$ cat src/include/adc_ctl_defs.svh
// Register map, field positions and reset values of the converter control
//
// Overview of operation
// - Channel codes route to inputs, references, disable
// - Active bit 7 set on start, cleared on end
// - Software trigger: each status-one write, except one of the disable code, starts conversion
// - Hardware trigger: input rising edge starts conversion when idle, unless the disable code is selected and no status-one write falls in that cycle
// - Compare enable bit 5 turns compare on
// - Bit 4 selects less-than or greater-equal compare
// - Upper result holds bits 9:8, zero in 8-bit
// - Lower result holds low eight bits or all
// - Results load unless compare enabled and unmet
// - 10-bit upper read blocks loads until lower read
// - Result completing during interlock is discarded
// - 8-bit mode has no read interlock
// - Mode change invalidates both result registers
// - Pin bit n set disables digital I/O
`ifndef ADC_CTL_DEFS_SVH
`define ADC_CTL_DEFS_SVH

// ----------------------------------------------------------------------
// Register byte addresses
// ----------------------------------------------------------------------
`define OFS_STATUS_ONE  8'h00
`define OFS_STATUS_TWO  8'h04
`define OFS_RES_UPPER   8'h08
`define OFS_RES_LOWER   8'h0C
`define OFS_CMP_VALUE   8'h10
`define OFS_CONFIG      8'h14
`define OFS_PIN_LOW     8'h18
`define OFS_IRQ_STATUS  8'h1C
`define OFS_IRQ_MASK    8'h20

// ----------------------------------------------------------------------
// Field positions
// ----------------------------------------------------------------------
`define BIT_ACTIVE      7
`define BIT_TRIG_SEL    6
`define BIT_CMP_EN      5
`define BIT_CMP_GE      4
`define CH_MSB          4
`define BIT_MODE10      0
`define IRQ_DONE        0
`define IRQ_DROP        1

// ----------------------------------------------------------------------
// Channel codes
// ----------------------------------------------------------------------
`define CH_RESERVED     5'h1C
`define CH_VREFH        5'h1D
`define CH_VREFL        5'h1E
`define CH_OFF          5'h1F

// ----------------------------------------------------------------------
// Reset values
// ----------------------------------------------------------------------
`define RST_CHANNEL     5'h1F
`define RST_BYTE        8'h00

`endif

$ cat src/include/adc_ctl_pkg.sv
// Types shared by the converter control files
package adc_ctl_pkg;
  // Conversion sequencer states
  typedef enum logic [1:0] {ST_IDLE, ST_BUSY} conv_state_e;
  // Decoded input class
  typedef enum logic [2:0] {SEL_PIN, SEL_VREFH, SEL_VREFL,
                            SEL_RSVD, SEL_OFF} input_class_e;
endpackage : adc_ctl_pkg

$ cat src/core/adc_channel_decode.sv
// Channel-select decoder for the converter input multiplexer
`timescale 1ns/1ps
`default_nettype none
`include "adc_ctl_defs.svh"
module adc_channel_decode
  import adc_ctl_pkg::*;
(
  input  wire logic [4:0]          code,      // Channel select field
  output var adc_ctl_pkg::input_class_e in_class, // Kind of input chosen
  output logic [4:0]               pin_index  // Pin number when a pin
);
  // ----------------------------------------------------------------------
  // Decode
  // ----------------------------------------------------------------------
  // Pins pass straight through, including 8..15 and 24..27
  always_comb
  begin
    pin_index = code;
    case (code)
      `CH_VREFH:    in_class = SEL_VREFH;
      `CH_VREFL:    in_class = SEL_VREFL;
      `CH_RESERVED: in_class = SEL_RSVD;
      `CH_OFF:      in_class = SEL_OFF;
      default:      in_class = SEL_PIN;
    endcase
  end
endmodule : adc_channel_decode
`default_nettype wire

$ cat src/core/adc_control_result_logic.sv
// Converter control, result and register logic behind an APB slave
`timescale 1ns/1ps
`default_nettype none
`include "adc_ctl_defs.svh"
module adc_control_result_logic
  import adc_ctl_pkg::*;
#(
  parameter int PIN_COUNT = 8           // Pin-control bits in the low bank
)(
  input  wire logic                  clk,
  input  wire logic                  reset,
  input  wire logic                  psel,
  input  wire logic                  penable,
  input  wire logic                  pwrite,
  input  wire logic [7:0]            paddr,
  input  wire logic [31:0]           pwdata,
  output logic [31:0]                prdata,
  output logic                       pready,
  output logic                       pslverr,
  input  wire logic                  hardware_trigger_in,
  input  wire logic                  core_done,     // Analog core finished
  input  wire logic [9:0]            core_result,   // Result with done
  output logic                       core_start,    // One-cycle start pulse
  output logic                       core_abort,    // One-cycle abort pulse
  output logic [4:0]                 core_channel,  // Pin index to convert
  output var adc_ctl_pkg::input_class_e core_class, // Input class to convert
  output logic                       core_mode10,   // 10-bit resolution
  output logic [PIN_COUNT-1:0]       pin_io_disable,// Digital I/O off per pin
  output logic                       irq
);
  // ----------------------------------------------------------------------
  // Register state
  // ----------------------------------------------------------------------
  logic [4:0]            channel_select_r, channel_select_nxt; // Channel
  logic                  trigger_select_r, trigger_select_nxt; // HW trig
  logic                  compare_enable_r, compare_enable_nxt; // Compare on
  logic                  cmp_ge_r,         cmp_ge_nxt;         // Direction
  logic [9:0]            cmp_value_r,      cmp_value_nxt;      // Level
  logic                  mode10_r,         mode10_nxt;         // Resolution
  logic [PIN_COUNT-1:0]  pin_r,            pin_nxt;            // Pin ctl
  logic [9:0]            result_r,         result_nxt;         // Results
  logic                  lock_r,           lock_nxt;           // Interlock
  logic [1:0]            irq_stat_r,       irq_stat_nxt;       // Sticky
  logic [1:0]            irq_mask_r,       irq_mask_nxt;       // Mask
  conv_state_e           state_r,          state_nxt;          // Sequencer
  logic                  hw_prev_r,        hw_prev_nxt;        // Edge det
  logic                  start_r,          start_nxt;
  logic                  abort_r,          abort_nxt;
  logic [31:0]           prdata_r,         prdata_nxt;
  logic                  pready_r,         pready_nxt;
  logic                  pslverr_r,        pslverr_nxt;
  logic                  irq_r,            irq_nxt;

  // ----------------------------------------------------------------------
  // Bus strobes and decode
  // ----------------------------------------------------------------------
  // Access completes in the cycle after penable rises: one wait state
  logic       acc;           // Access phase, last cycle
  logic       wr;            // Write takes effect now
  logic       rd;            // Read takes effect now
  logic       mapped;        // Address hits a register
  logic       cmp_hit;       // Compare condition met
  logic       start_req;     // A trigger fired this cycle
  logic       wr_one;        // Write to status-one
  input_class_e dec_class;   // Decoded input kind
  logic [4:0] dec_pin;       // Decoded pin index

  assign acc = psel && penable && pready_r;
  assign wr  = acc && pwrite;
  assign rd  = acc && !pwrite;
  assign wr_one = wr && (paddr == `OFS_STATUS_ONE);

  always_comb
  begin
    case (paddr)
      `OFS_STATUS_ONE, `OFS_STATUS_TWO, `OFS_RES_UPPER, `OFS_RES_LOWER,
      `OFS_CMP_VALUE, `OFS_CONFIG, `OFS_PIN_LOW, `OFS_IRQ_STATUS,
      `OFS_IRQ_MASK: mapped = 1'b1;
      default:       mapped = 1'b0;
    endcase
  end

  // Channel decoding shared with the analog side
  adc_channel_decode u_decode (
    .code      (channel_select_r),
    .in_class  (dec_class),
    .pin_index (dec_pin)
  );

  // ----------------------------------------------------------------------
  // Trigger and compare
  // ----------------------------------------------------------------------
  // A disabled channel code starts the core only on a hardware edge in its write cycle
  always_comb
  begin
    start_req = 1'b0;
    if (channel_select_r != `CH_OFF || wr_one)
    begin
      if (!trigger_select_r)
        start_req = wr_one && (pwdata[`CH_MSB:0] != `CH_OFF);
      else
        start_req = hardware_trigger_in && !hw_prev_r;
    end
  end

  // Compare tested on the completing result
  always_comb
  begin
    if (cmp_ge_r)
      cmp_hit = core_result >= cmp_value_r;
    else
      cmp_hit = core_result < cmp_value_r;
  end

  // ----------------------------------------------------------------------
  // Next-state logic
  // ----------------------------------------------------------------------
  always_comb
  begin
    channel_select_nxt = channel_select_r;
    trigger_select_nxt = trigger_select_r;
    compare_enable_nxt = compare_enable_r;
    cmp_ge_nxt         = cmp_ge_r;
    cmp_value_nxt      = cmp_value_r;
    mode10_nxt         = mode10_r;
    pin_nxt            = pin_r;
    result_nxt         = result_r;
    lock_nxt           = lock_r;
    irq_stat_nxt       = irq_stat_r;
    irq_mask_nxt       = irq_mask_r;
    state_nxt          = state_r;
    hw_prev_nxt        = hardware_trigger_in;
    start_nxt          = 1'b0;
    abort_nxt          = 1'b0;
    // Write-one-to-clear first so a same-cycle event below wins
    if (wr && paddr == `OFS_IRQ_STATUS)
      irq_stat_nxt = irq_stat_r & ~pwdata[1:0];
    // Register writes
    if (wr)
    begin
      case (paddr)
        `OFS_STATUS_ONE: channel_select_nxt = pwdata[`CH_MSB:0];
        `OFS_STATUS_TWO:
        begin
          // Bits 1:0 are left to software to write as zero
          trigger_select_nxt = pwdata[`BIT_TRIG_SEL];
          compare_enable_nxt = pwdata[`BIT_CMP_EN];
          cmp_ge_nxt         = pwdata[`BIT_CMP_GE];
        end
        `OFS_CMP_VALUE:  cmp_value_nxt = pwdata[9:0];
        `OFS_CONFIG:
        begin
          mode10_nxt = pwdata[`BIT_MODE10];
          if (pwdata[`BIT_MODE10] != mode10_r)
          begin
            result_nxt = 10'h000;
            lock_nxt   = 1'b0;
          end
        end
        `OFS_PIN_LOW:    pin_nxt = pwdata[PIN_COUNT-1:0];
        `OFS_IRQ_MASK:   irq_mask_nxt = pwdata[1:0];
        default:         ;
      endcase
    end
    // Interlock: upper read arms, lower read releases
    if (rd && paddr == `OFS_RES_UPPER && mode10_r)
      lock_nxt = 1'b1;
    if (rd && paddr == `OFS_RES_LOWER)
      lock_nxt = 1'b0;
    // Conversion sequencer
    case (state_r)
      ST_IDLE:
      begin
        if (start_req)
        begin
          start_nxt = 1'b1;
          state_nxt = ST_BUSY;
        end
      end
      ST_BUSY:
      begin
        if (wr_one || (wr && paddr == `OFS_CONFIG))
        begin
          // Rewrite of control aborts; a software write restarts
          abort_nxt = 1'b1;
          state_nxt = ST_IDLE;
          if (start_req)
          begin
            start_nxt = 1'b1;
            state_nxt = ST_BUSY;
          end
        end
        else if (core_done)
        begin
          state_nxt = ST_IDLE;
          if (!compare_enable_r || cmp_hit)
          begin
            if (lock_r && mode10_r)
              irq_stat_nxt[`IRQ_DROP] = 1'b1;
            else
            begin
              // 8-bit results keep bits 9:8 at zero
              result_nxt = mode10_r ? core_result
                                    : {2'b00, core_result[7:0]};
              irq_stat_nxt[`IRQ_DONE] = 1'b1;
            end
          end
        end
      end
      default: state_nxt = ST_IDLE;
    endcase
  end

  // ----------------------------------------------------------------------
  // Bus answer
  // ----------------------------------------------------------------------
  always_comb
  begin
    pready_nxt  = psel && penable && !pready_r;
    pslverr_nxt = psel && penable && !pready_r && !mapped;
    prdata_nxt  = 32'h0000_0000;
    irq_nxt     = |(irq_stat_nxt & irq_mask_nxt);
    if (psel && penable && !pready_r && !pwrite)
    begin
      case (paddr)
        `OFS_STATUS_ONE: prdata_nxt[`CH_MSB:0] = channel_select_r;
        `OFS_STATUS_TWO:
        begin
          prdata_nxt[`BIT_ACTIVE]   = (state_r == ST_BUSY);
          prdata_nxt[`BIT_TRIG_SEL] = trigger_select_r;
          prdata_nxt[`BIT_CMP_EN]   = compare_enable_r;
          prdata_nxt[`BIT_CMP_GE]   = cmp_ge_r;
        end
        `OFS_RES_UPPER:  prdata_nxt[1:0] = result_r[9:8];
        `OFS_RES_LOWER:  prdata_nxt[7:0] = result_r[7:0];
        `OFS_CMP_VALUE:  prdata_nxt[9:0] = cmp_value_r;
        `OFS_CONFIG:     prdata_nxt[`BIT_MODE10] = mode10_r;
        `OFS_PIN_LOW:    prdata_nxt[PIN_COUNT-1:0] = pin_r;
        `OFS_IRQ_STATUS: prdata_nxt[1:0] = irq_stat_r;
        `OFS_IRQ_MASK:   prdata_nxt[1:0] = irq_mask_r;
        default:         prdata_nxt = 32'h0000_0000;
      endcase
    end
  end

  // ----------------------------------------------------------------------
  // Registers
  // ----------------------------------------------------------------------
  always_ff @(posedge clk)
  begin
    if (reset)
    begin
      channel_select_r <= `RST_CHANNEL;
      trigger_select_r <= 1'b0;
      compare_enable_r <= 1'b0;
      cmp_ge_r         <= 1'b0;
      cmp_value_r      <= 10'h000;
      mode10_r         <= 1'b0;
      pin_r            <= '0;
      result_r         <= 10'h000;
      lock_r           <= 1'b0;
      irq_stat_r       <= 2'h0;
      irq_mask_r       <= 2'h0;
      state_r          <= ST_IDLE;
      hw_prev_r        <= 1'b0;
      start_r          <= 1'b0;
      abort_r          <= 1'b0;
      prdata_r         <= 32'h0000_0000;
      pready_r         <= 1'b0;
      pslverr_r        <= 1'b0;
      irq_r            <= 1'b0;
    end
    else
    begin
      channel_select_r <= channel_select_nxt;
      trigger_select_r <= trigger_select_nxt;
      compare_enable_r <= compare_enable_nxt;
      cmp_ge_r         <= cmp_ge_nxt;
      cmp_value_r      <= cmp_value_nxt;
      mode10_r         <= mode10_nxt;
      pin_r            <= pin_nxt;
      result_r         <= result_nxt;
      lock_r           <= lock_nxt;
      irq_stat_r       <= irq_stat_nxt;
      irq_mask_r       <= irq_mask_nxt;
      state_r          <= state_nxt;
      hw_prev_r        <= hw_prev_nxt;
      start_r          <= start_nxt;
      abort_r          <= abort_nxt;
      prdata_r         <= prdata_nxt;
      pready_r         <= pready_nxt;
      pslverr_r        <= pslverr_nxt;
      irq_r            <= irq_nxt;
    end
  end

  // Channel and class lag the select by one cycle: both from flops
  logic [4:0]   chan_q_r;
  input_class_e class_q_r;
  always_ff @(posedge clk)
  begin
    if (reset)
    begin
      chan_q_r  <= `RST_CHANNEL;
      class_q_r <= SEL_OFF;
    end
    else
    begin
      chan_q_r  <= dec_pin;
      class_q_r <= dec_class;
    end
  end

  // ----------------------------------------------------------------------
  // Outputs
  // ----------------------------------------------------------------------
  assign prdata         = prdata_r;
  assign pready         = pready_r;
  assign pslverr        = pslverr_r;
  assign core_start     = start_r;
  assign core_abort     = abort_r;
  assign core_channel   = chan_q_r;
  assign core_class     = class_q_r;
  assign core_mode10    = mode10_r;
  assign pin_io_disable = pin_r;
  assign irq            = irq_r;

  // ----------------------------------------------------------------------
  // Assertions
  // ----------------------------------------------------------------------
  property p_sw_start;
    @(posedge clk) disable iff (reset)
    (state_r == ST_IDLE && !trigger_select_r && wr_one
     && pwdata[`CH_MSB:0] != `CH_OFF) |=> core_start;
  endproperty
  a_sw_start: assert property (p_sw_start)
    else $error("software write did not start");

  property p_hw_start;
    @(posedge clk) disable iff (reset)
    (state_r == ST_IDLE && trigger_select_r && !wr
     && channel_select_r != `CH_OFF && hardware_trigger_in
     && !hw_prev_r) |=> core_start ##0 (state_r == ST_BUSY);
  endproperty
  a_hw_start: assert property (p_hw_start)
    else $error("hardware trigger did not start");

  property p_active;
    @(posedge clk) disable iff (reset)
    core_start |-> state_r == ST_BUSY;
  endproperty
  a_active: assert property (p_active)
    else $error("active not set with start");

  property p_done_idle;
    @(posedge clk) disable iff (reset)
    (state_r == ST_BUSY && core_done && !wr) |=> state_r == ST_IDLE;
  endproperty
  a_done_idle: assert property (p_done_idle)
    else $error("active not cleared at completion");

  property p_no_trig_sw;
    @(posedge clk) disable iff (reset)
    (trigger_select_r && !wr_one && state_r == ST_IDLE
     && !(hardware_trigger_in && !hw_prev_r)) |=> !core_start;
  endproperty
  a_no_trig_sw: assert property (p_no_trig_sw)
    else $error("start without trigger");

  property p_cmp_keep;
    @(posedge clk) disable iff (reset)
    (state_r == ST_BUSY && core_done && !wr && compare_enable_r
     && !cmp_hit) |=> $stable(result_r);
  endproperty
  a_cmp_keep: assert property (p_cmp_keep)
    else $error("result changed on failed compare");

  property p_load;
    @(posedge clk) disable iff (reset)
    (state_r == ST_BUSY && core_done && !wr && !compare_enable_r
     && !lock_r) |=> result_r[7:0] == $past(core_result[7:0]);
  endproperty
  a_load: assert property (p_load)
    else $error("result not loaded");

  property p_eight_zero;
    @(posedge clk) disable iff (reset)
    (!mode10_r && !wr) |=> (!mode10_r) |-> result_r[9:8] == 2'b00;
  endproperty
  a_eight_zero: assert property (p_eight_zero)
    else $error("upper bits nonzero in 8-bit mode");

  property p_lock_drop;
    @(posedge clk) disable iff (reset)
    (lock_r && mode10_r && state_r == ST_BUSY && core_done && !wr)
    |=> $stable(result_r) ##0
        (irq_stat_r[`IRQ_DROP] || $past(compare_enable_r && !cmp_hit));
  endproperty
  a_lock_drop: assert property (p_lock_drop)
    else $error("result stored during interlock");

  property p_no_lock8;
    @(posedge clk) disable iff (reset)
    !mode10_r && !lock_r && !wr |=> !lock_r;
  endproperty
  a_no_lock8: assert property (p_no_lock8)
    else $error("interlock armed in 8-bit mode");

  c_sw_conv:  cover property (@(posedge clk) core_start ##[1:50] core_done);
  c_lock:     cover property (@(posedge clk) lock_r ##1 !lock_r);
  c_drop:     cover property (@(posedge clk) irq_stat_r[`IRQ_DROP]);
  c_irq:      cover property (@(posedge clk) irq);
endmodule : adc_control_result_logic
`default_nettype wire

$ cat config.mk
export PLATFORM = sky130hd
export DESIGN_NAME = adc_control_result_logic
export DESIGN_NICKNAME = d
export VERILOG_FILES = /design/src/include/adc_ctl_pkg.sv /design/src/core/adc_channel_decode.sv /design/src/core/adc_control_result_logic.sv
export VERILOG_INCLUDE_DIRS = /design/src /design/src/include
export SDC_FILE = /design/constraint.sdc
export NUM_CORES = 1
export LEC_CHECK = 0
export ABC_CLOCK_PERIOD_IN_PS = 2650
export BUFFER_PORTS_ARGS = -buffer_cell sky130_fd_sc_hd__buf_2
export CORE_ASPECT_RATIO = 1.25
export CORE_MARGIN = 1.5
export CORE_UTILIZATION = 30
export CTS_CLUSTER_DIAMETER = 50
export DETAILED_ROUTE_END_ITERATION = 8
export HOLD_SLACK_MARGIN = 0.06
export SETUP_SLACK_MARGIN = 0.5
export SYNTH_ARGS = -nofsm -noshare
export SYNTH_HDL_FRONTEND = slang
export SYNTH_SLANG_ARGS = --single-unit
$ cat constraint.sdc
create_clock -name clk -period 2.65 [get_ports clk]
set_input_delay 0 -clock clk [delete_from_list [all_inputs] [get_ports clk]]
set_output_delay 0 -clock clk [all_outputs]
set_load 0.02 [all_outputs]
* Word level (Yosys, flattened, before mapping)
Index checks and enable logic that the tools add are counted.
** Word-level totals
- Register bits :: 90
- Input port bits :: 57
- Output and inout bits :: 54
- Word-level logic and storage cells :: 132
** Cells by class
- Order comparisons :: 2
- Equal/unequal tests :: 18
- Muxes and demuxes :: 41
- Bitwise logic cells :: 6
- Reduce and logical (&&, ||, !) cells :: 42
** Operator list (number)
- 10-bit 2-to-1 mux :: 9
- 8-bit by 5-bit equality test with 1-bit output (second input constant) :: 4
- 3-bit case mux with 4 select lines :: 2
- 5-bit equality test (second input constant) :: 4
- 2-bit 2-to-1 mux :: 10
- 8-bit by 4-bit equality test with 1-bit output (second input constant) :: 2
- 1-bit logical AND :: 16
- 1-bit 2-to-1 mux :: 14
- 2-bit AND reduction :: 6
- 10-bit >= comparator :: 1
- 10-bit less-than comparator :: 1
- 5-bit != test (second input constant) :: 2
- 9-bit OR reduction :: 1
- 8-bit by 3-bit equality test with 1-bit output (second input constant) :: 1
- 8-bit by 6-bit equality test with 1-bit output (second input constant) :: 1
- 8-bit zero test :: 1
- 1-bit case mux with 8 select lines :: 1
- 2-bit case mux with 4 select lines :: 1
- 2-bit OR reduction :: 4
- 1-bit case mux with 7 select lines :: 1
- 2-bit nonzero test :: 3
- 1-bit zero test :: 5
- 1-bit case mux with 5 select lines :: 1
- 2-bit AND :: 2
- other kinds (12) :: 16

* Longest topological paths before layout
Gate-level depths: netlist (run 1).
- Word-level depth :: 12
- Gate-level depth with buffers :: 9
- Mapped depth without buffers :: 8

* Modules after synthesis
A second synthesis (run 1) with hierarchy kept.
** Second synthesis, totals
- Cell total of the unflattened synthesis :: 376
- Area total of the unflattened synthesis :: 3350.7 sq um
** Modules (own cells, without submodules)
- adc_control_result_logic :: instances 1, cells each 366, area each 3285.7 sq um, seq. area each 1341.3 sq um
- adc_channel_decode :: instances 1, cells each 10, area each 65.1 sq um, seq. area each 0.0 sq um

* Worst setup path before layout (run 1)
No wires, ideal clock.
- Path kind :: flip-flop to flip-flop
- From :: register cmp_value_r[5]
- To :: register result_r[8]
- Library setup time :: 0.117 ns
- Arrival time :: 1.938 ns
- Required time :: 2.533 ns
- Setup slack :: 0.595 ns
- Cell stages (with the launch flop) :: 10
- Buffers on the path :: 1
- Clock period less this slack :: 2.055 ns
- Path through :: dfxtp_1 > inv_1 > ha_1 > a21oi_1 > o21ai_1 > a2111oi_4 > or3b_1 > nand3_2 > buf_6 > a32o_1
** On the way
- Word-level cells in the longest chain between the ends :: 7
- Elaborated cells between the ends (all ways) :: 8
- Classes of those cells :: order compare: 2; mux: 5; reduce/logical: 1
** RTL lines
- start: declaration :: line adc_control_result_logic.sv:38 : logic [9:0] cmp_value_r, cmp_value_nxt;
- start signal: assignment :: line adc_control_result_logic.sv:279 : cmp_value_r <= cmp_value_nxt;
- 10-bit less-than comparator / 10-bit >= comparator (equally long branches) :: line adc_control_result_logic.sv:112, adc_control_result_logic.sv:110
- 1-bit 2-to-1 mux * :: line adc_control_result_logic.sv:109 : if (cmp_ge_r)
- 1-bit logical OR * :: line adc_control_result_logic.sv:196 : if (!compare_enable_r || cmp_hit)
- 10-bit 2-to-1 mux * :: line adc_control_result_logic.sv:196
- 10-bit 2-to-1 mux * :: line adc_control_result_logic.sv:193 : else if (core_done)
- 10-bit 2-to-1 mux * :: line adc_control_result_logic.sv:182 : if (wr_one || (wr && paddr == `OFS_CONFIG))
- 10-bit 2-to-1 mux * :: line adc_control_result_logic.sv:171 : case (state_r)
- end signal: assignment :: line adc_control_result_logic.sv:282 : result_r <= result_nxt;
- end: declaration :: line adc_control_result_logic.sv:41 : logic [9:0] result_r, result_nxt;
Mark *: on every way between the ends. The rest lies on a longest branch, timed or not.
A chain may end at the register's enable or synchronous reset.

* Worst setup path in the final report (run 1)
Same ends and word-level chain as after synthesis.

==> results of run 1 <==
-- sequential cells by signal, indices dropped and copies added, names as in the netlist --
register          count
core_channel          5
cmp_ge_r              1
irq_mask_r            2
pready                1
core_abort            1
irq                   1
compare_enable_r      1
pslverr               1
irq_stat_r            2
pin_io_disable        8
cmp_value_r          10
hw_prev_r             1
channel_select_r      5
trigger_select_r      1
core_start            1
prdata               10
state_r               1
lock_r                1
core_mode10           1
result_r             10
core_class            3
-- Yosys cell counts, types with 4 or more instances --
master    number  area [µm²]
nor2_1        14        52.6
clkbuf_1      11        41.3
and3_1         4        25.0
nand2_1       48         180
a22oi_1       11        82.6
ha_1          10         125
buf_4         24         180
o21ai_0       14        70.1
nand4_1        7        43.8
nand2b_1      11        68.8
a21oi_1       34         170
nor3_1         5        25.0
o21ai_1        8        40.0
nand3b_1       6        45.0
inv_1         14        52.6
mux2i_1        6        60.1
dfxtp_1       67        1340
or2_2          6        37.5
nor3b_1       12        90.1
buf_6          4        45.0
nand3_1       31         155
-- cell families (layout without fill, tap and decap cells) --
group                      Yosys count  in the layout  share of synthesized area
AOI/OAI and AO/OA                   87             87                      0.162
xor gates and xnor gates             2              2                    0.00508
adders and majority gates           10             10                     0.0363
buffers and inverters               57            138                     0.0980
DFF                                 67             67                      0.389
muxes                                7              7                     0.0240
other                                1             22                    0.00109
and+or+nand+nor                    171            171                      0.285
-- power groups by stage --
| stage | Combinational [µW] | Clock (µW) | Sequential, µW |
|---|---|---|---|
| floorplan | 127 | 0 | 1030 |
| CTS | 196 | 1250 | 1010 |
| global placement | 155 | 0 | 1030 |
| finish | 206 | 1240 | 1010 |
| detailed placement | 157 | 0 | 1030 |
| global route | 223 | 1310 | 1010 |
-- per-layer routing --
metal,part of all wire,GRT usage,up-vias
li1,-,-,1589
met1,0.42,0.197,1536
met3,0.062,0.0393,21
met2,0.49,0.281,129
met4,0.028,0.0821,0
met5,0,0,-
-- final cells by class --
cell class                 instances  area (µm²)
fill                            1126        6570
tap                              135         169
inverter                          14        52.6
timing repair buffer             108         731
multi-input combinational        299        1950
clock inverter                     5        60.1
clock buffer                      11         253
sequential                        67        1350
-- through the flow --
stage	setup slack, ns	power [µW]	util
after detailed placement	0.331	1190	0.341
after CTS	0.502	2460	0.402
final	0.547	2460	0.410
after global routing	0.491	2540	0.410
after global placement	0.386	1190	0.341
after floorplan	0.595	1160	-
-- critical path: stages, from the launching register on --
cell and delay, ns:
dfxtp_2 0.33, inv_1 0.07, ha_4 0.28, nand4_1 0.14, a211oi_2 0.29, a2111oi_4 0.09
or3b_4 0.42, and4_4 0.17, a32o_1 0.20
-- worst min-delay path by stage --
stage                        startpoint                      end  slack (ns)  cells past startpoint
global route                   paddr[5]      lock_r$_SDFFE_PP0P_        0.13                      4
finish                         paddr[5]     prdata[0]$_SDFF_PP0_        0.11                      4
global placement              core_done  state_r[0]$_SDFFE_PP0P_        0.23                      2
floorplan                     core_done  state_r[0]$_SDFFE_PP0P_        0.12                      1
detailed placement  hardware_trigger_in     hw_prev_r$_SDFF_PP0_        0.24                      2
CTS                            paddr[5]      lock_r$_SDFFE_PP0P_         0.1                      4
-- what timing repair did --
| item | CTS | global route |
|---|---|---|
| hold buffers | 29 | 0 |
| setup endpoints to repair | 11 | 11 |
| buffers inserted | 3 | 3 |
| hold endpoints to repair | 42 | 0 |
| gates cloned | 0 | 0 |
| gates resized for setup | 12 | 18 |
| pin swaps | 5 | 8 |
==> run_results.csv, run 1 <==
group,metric,value,unit
setup_path,critical_path_required,2.87,ns
sta,timing.hold.ws,0.109,ns
die,die_height,123,µm
layout,final_common_cell,"buf_2",
power,sw_share,0.236,
clock_tree,cts-htree-levels,3,
run_status,status,"finished, violations left",
routing,detail_route.first_pass.iterations,9,
sta,hold_viol_final,0,
clock_tree,worst_skew_pair.late_latency,0.33,ns
power,cell_internal_pwr,1880,µW
placement,post-dp-hpwl,7.06,mm
routing,drtIter0Drc,239,
clock_tree,clock_path_buffers,2,
layout,area_growth_syn_to_layout,32.5,%
logic_synthesis,post_synthesis_async_set_or_reset_flop_share,0,
placement,io_buffers,66,
sta,finalSetupTns,0,ns
logic_synthesis,synth_flop_cell,"dfxtp_1",
sta,final-max-slew-violation-count,0,
sta,worst_slew_margin_rel,0.276,
grt,grt_pass1_wl,15.6,mm
die,io_pins,111,
sta,rsz0062_at_grt,"false",
routing,drt-total-wl,9.82,mm
logic_synthesis,synth_seq_area_share,0.389,
layout,insertedDiodeCount,0,
setup_path,setup.worst_path.start,"cmp_value_r[5]$_SDFFE_PP0P_",
layout,fraction_of_final_layout_cells_with_drive_strength_greater_than_1,0.282,
setup_path,path_class,"reg2reg",
logic_synthesis,synth_warnings,0,
clock_tree,cts.sinks,67,
setup_path,cp-endpoint,"result_r[8]$_SDFF_PP0_",
power,seq_power_share,0.412,
die,design.core.area,0.0111,mm²
power,worst_ir_drop_vdd,304,µV
flow_run,max_cap_viol_count,0,
setup_path,worstRegToRegCells,8,
logic_synthesis,synth.cell_area,0.00345,mm²
clock_tree,cts_buffers,9,
routing,route.antenna.remaining_nets,0,
routing,vias,3275,
logic_synthesis,synth.avg_cell_area,8.57,µm²
layout,most-common-layout-cells,"buf_2 (66), dfxtp_1 (58), nand2_1 (47)",
routing,wire_per_inst,15.4,µm
sta,timing.final.crit_share,0.794,
clock_tree,root_buffer,"clkbuf_16",
run_status,failed_checks,"DRC",
die,starting_density_of_the_core,0.310,
layout,fin_area,0.00457,mm²
clock_tree,clk_pin_slew_worst_paths,0.05,ns
setup_path,critPathCaptureType,"flop",
grt,initial_antenna_violation_count,0,
setup_path,critical_path.max_fanout,4,
placement,placed_cell_area,0.00379,mm²
sta,clock.fmax,476,MHz
logic_synthesis,yosysUniqueCellTypes,57,
logic_synthesis,synth_seq_cells,67,
routing,detail_route.vias_per_cell,5.13,
setup_path,reg2reg_slack,0.55,ns
power,p_sw,580,µW
setup_path,timing.rr.end,"result_r[8]$_SDFF_PP0_",
grt,grtUsageTotal,0.166,
clock_tree,tritoncts_clock_tree,"yes",
grt,globalRoute.totalOverflow,0,
die,dieArea,0.0121,mm²
layout,nets,566,
sta,setup_viol,0,
layout,instances_no_fill,639,
setup_path,critical_path_arrival,2.32,ns
placement,place_congestion,0.810,
grt,grt_max_degree,63,
logic_synthesis,synth_enable_flop_cells,0,
sta,skew,0.00865,ns
placement,number_of_cells_after_detailed_placement,588,
grt,first_global_vias,3135,
power,power.leakage,0.00180,µW
power,power_density,538,mW/mm²
logic_synthesis,synthesis.instances,402,
sta,finalWorstPathRequiredPeriod,2.10,ns
die,fp.dieW,98.9,µm
die,row_count,43,
power,share_comb_of_total_power,0.084,
routing,remaining_drc_errors,7,
min_path,timing.hold.worst.class,"in2reg",
setup_path,origin_of_the_critical_flop_to_flop_path,"cmp_value_r[5]$_SDFFE_PP0P_",
sta,worstMarginPinSlew,1.09,ns
power,share_clk_of_total_power,0.504,
setup_path,critical_path.startpoint_type,"flop",
No activity file was read; power rests on OpenSTA's default activity.
==> run 2: changes to the inputs <==
Settings changed: ABC_CLOCK_PERIOD_IN_PS 2650 to 2100.
Clock period 2.65 ns to 2.1 ns, I/O delays scaled along.
==> run_results.csv, run 2 (same netlist as run 1, synthesis figures left out) <==
group,metric,value,unit
run_status,status,"finished, violations left",
run_status,failed_checks,"DRC, setup timing",
sta,setup_slack,-0.0176,ns
power,power.leakage,0.00192,µW
sta,skew,0.00669,ns
grt,grtUsageTotal,0.170,
setup_path,critical_path.startpoint_type,"flop",
sta,clock.fmax,472,MHz
layout,final_common_cell,"buf_2",
placement,io_buffers,66,
layout,register_area,0.00135,mm²
flow_run,max_cap_viol_count,0,
setup_path,timing.rr.end,"result_r[9]$_SDFF_PP0_",
min_path,min-delay-start,"paddr[6]",
layout,nets,582,
layout,most-common-layout-cells,"buf_2 (66), dfxtp_1 (58), nand2_1 (45)",
layout,n_fill_cell,1102,
die,io_pins,111,
setup_path,critPathCaptureType,"flop",
layout,instances_no_fill,655,
setup_path,reg2reg_slack,-0.02,ns
die,dieArea,0.0121,mm²
sta,hold_viol_final,0,
sta,finalWorstPathRequiredPeriod,2.12,ns
placement,number_of_cells_after_detailed_placement,599,
routing,remaining_drc_errors,2,
setup_path,timing.critical_path.max_delay_family,"simple AND/OR/NAND/NOR gates",
routing,route.antenna.remaining_nets,0,
grt,first_global_vias,3198,
min_path,timing.hold.worst_endpoint,"prdata[0]$_SDFF_PP0_",
power,worst_ir_drop_vdd,342,µV
routing,detail_route.first_pass.iterations,7,
grt,grt_pass1_wl,15.8,mm
power,power_density,620,mW/mm²
placement,post-dp-hpwl,7.27,mm
routing,drtIter0Drc,223,
layout,fin_area,0.00477,mm²
setup_path,path_class,"reg2reg",
routing,detail_route.vias_per_cell,5.10,
grt,globalRoute.totalOverflow,0,
clock_tree,root_buffer,"clkbuf_16",
sta,final-max-slew-violation-count,0,
setup_path,crit_buf_inv,1,
power,total_power,2960,µW
die,die_height,123,µm
routing,wire_per_inst,15.7,µm
setup_path,cp_slowest_cell,"or3b_4",
routing,vias,3340,
clock_tree,worst_skew_pair.late_latency,0.34,ns
clock_tree,clock_path_buffers,2,
clock_tree,cts-htree-levels,3,
routing,drt-total-wl,10.3,mm
sta,rsz0062_at_grt,"true",
setup_path,critical_path_required,2.32,ns
setup_path,cp_cell_instances,"inv_1 > ha_4 > nand4_1 > a211oi_2 > a2111oi_4 > or3b_4 > and4_4 > a32o_1",
min_path,timing.hold.worst.class,"in2reg",
layout,fraction_of_final_layout_cells_with_drive_strength_greater_than_1,0.342,
setup_path,critical_path.max_fanout,4,
layout,insertedDiodeCount,0,
setup_path,critical_path_arrival,2.34,ns
placement,place_congestion,0.835,
die,starting_density_of_the_core,0.310,
grt,initial_antenna_violation_count,0,
placement,dp_slack,-0.182,ns
setup_path,slowest_delay,0.45,ns
setup_path,origin_of_the_critical_flop_to_flop_path,"cmp_value_r[6]$_SDFFE_PP0P_",
setup_path,worstRegToRegCells,8,
layout,combined_area_of_the_multi_input_logic_cells,0.00205,mm²
clock_tree,tritoncts_clock_tree,"yes",
min_path,hold_path_depth,4,
sta,setup_viol,2,
placement,placed_cell_area,0.00391,mm²
layout,area_growth_syn_to_layout,38.3,%
clock_tree,cts.sinks,67,
sta,timing.final.crit_share,1.01,
die,fp.dieW,98.9,µm
clock_tree,clk_pin_slew_worst_paths,0.06,ns
die,design.core.area,0.0111,mm²
grt,grt_max_degree,52,
clock_tree,cts_buffers,9,
die,row_count,43,
sta,timing.hold.ws,0.0600,ns
[run 2: changes by cell type in the layout (fill, tap and decap cells not counted), moves of 3 or more]
cell / before / now
buf_6: 0 / 6
o21ai_1: 12 / 4
inv_2: 3 / 6
buf_4: 12 / 23
inv_1: 11 / 8
o21ai_2: 1 / 7
[run 2: power by group]
part / internal (µW) / switching [µW] / leakage, µW
Clock: 830 / 580 / 0.000139
Sequential: 1270 / 1.39 / 0.000545
Combinational: 110 / 164 / 0.00124
Total: 2210 / 745 / 0.00192
[run 2: through the flow]
stage | setup TNS (ns) | util
after floorplan | 0 | -
after global placement | -0.0216 | 0.351
after detailed placement | -1.44 | 0.351
after CTS | 0 | 0.412
after global routing | -0.602 | 0.428
final | -0.0246 | 0.428
[run 2: routing by layer]
metal  part of all wire  up-vias  GRT usage  wire [µm]
met1               0.41     1576      0.197       4210
met3              0.059       25     0.0444        605
met4              0.036        0     0.0848        371
li1                   -     1623          -          -
met5                  0        -          0          0
met2               0.50      116      0.290       5110
[run 2: cell type report]
type / instances / share of cell area
Multi-Input combinational cell: 299 / 0.431
Timing Repair Buffer: 124 / 0.181
Sequential cell: 67 / 0.284
Clock inverter: 6 / 0.00840
Inverter: 14 / 0.0110
Clock buffer: 10 / 0.0501
Tap cell: 135 / 0.0354
[run 2: how the worst max path moves through the flow]
stage,from,to,depth (start not counted)
after CTS,cmp_value_r[4]$_SDFFE_PP0P_,result_r[8]$_SDFF_PP0_,8
final,cmp_value_r[6]$_SDFFE_PP0P_,result_r[9]$_SDFF_PP0_,8
after global routing,cmp_value_r[6]$_SDFFE_PP0P_,result_r[9]$_SDFF_PP0_,8
after global placement,cmp_value_r[5]$_SDFFE_PP0P_,result_r[0]$_SDFF_PP0_,8
after detailed placement,cmp_value_r[9]$_SDFFE_PP0P_,result_r[0]$_SDFF_PP0_,8
after floorplan,cmp_value_r[9]$_SDFFE_PP0P_,result_r[8]$_SDFF_PP0_,8
[run 2: worst register-to-register path, stage by stage, from the launching register on]
cell	delay, ns
dfxtp_2	0.33
inv_1	0.06
ha_4	0.26
nand4_1	0.12
a211oi_2	0.30
a2111oi_4	0.10
or3b_4	0.45
and4_4	0.17
a32o_1	0.21
[run 2: what timing repair did]
item	4_1_cts	5_1_grt
resized for setup	14	36
setup buffers	5	6
hold buffers	29	0
setup endpoints to repair	14	42
pin swaps	5	14
endpoints found under the hold margin	45	0
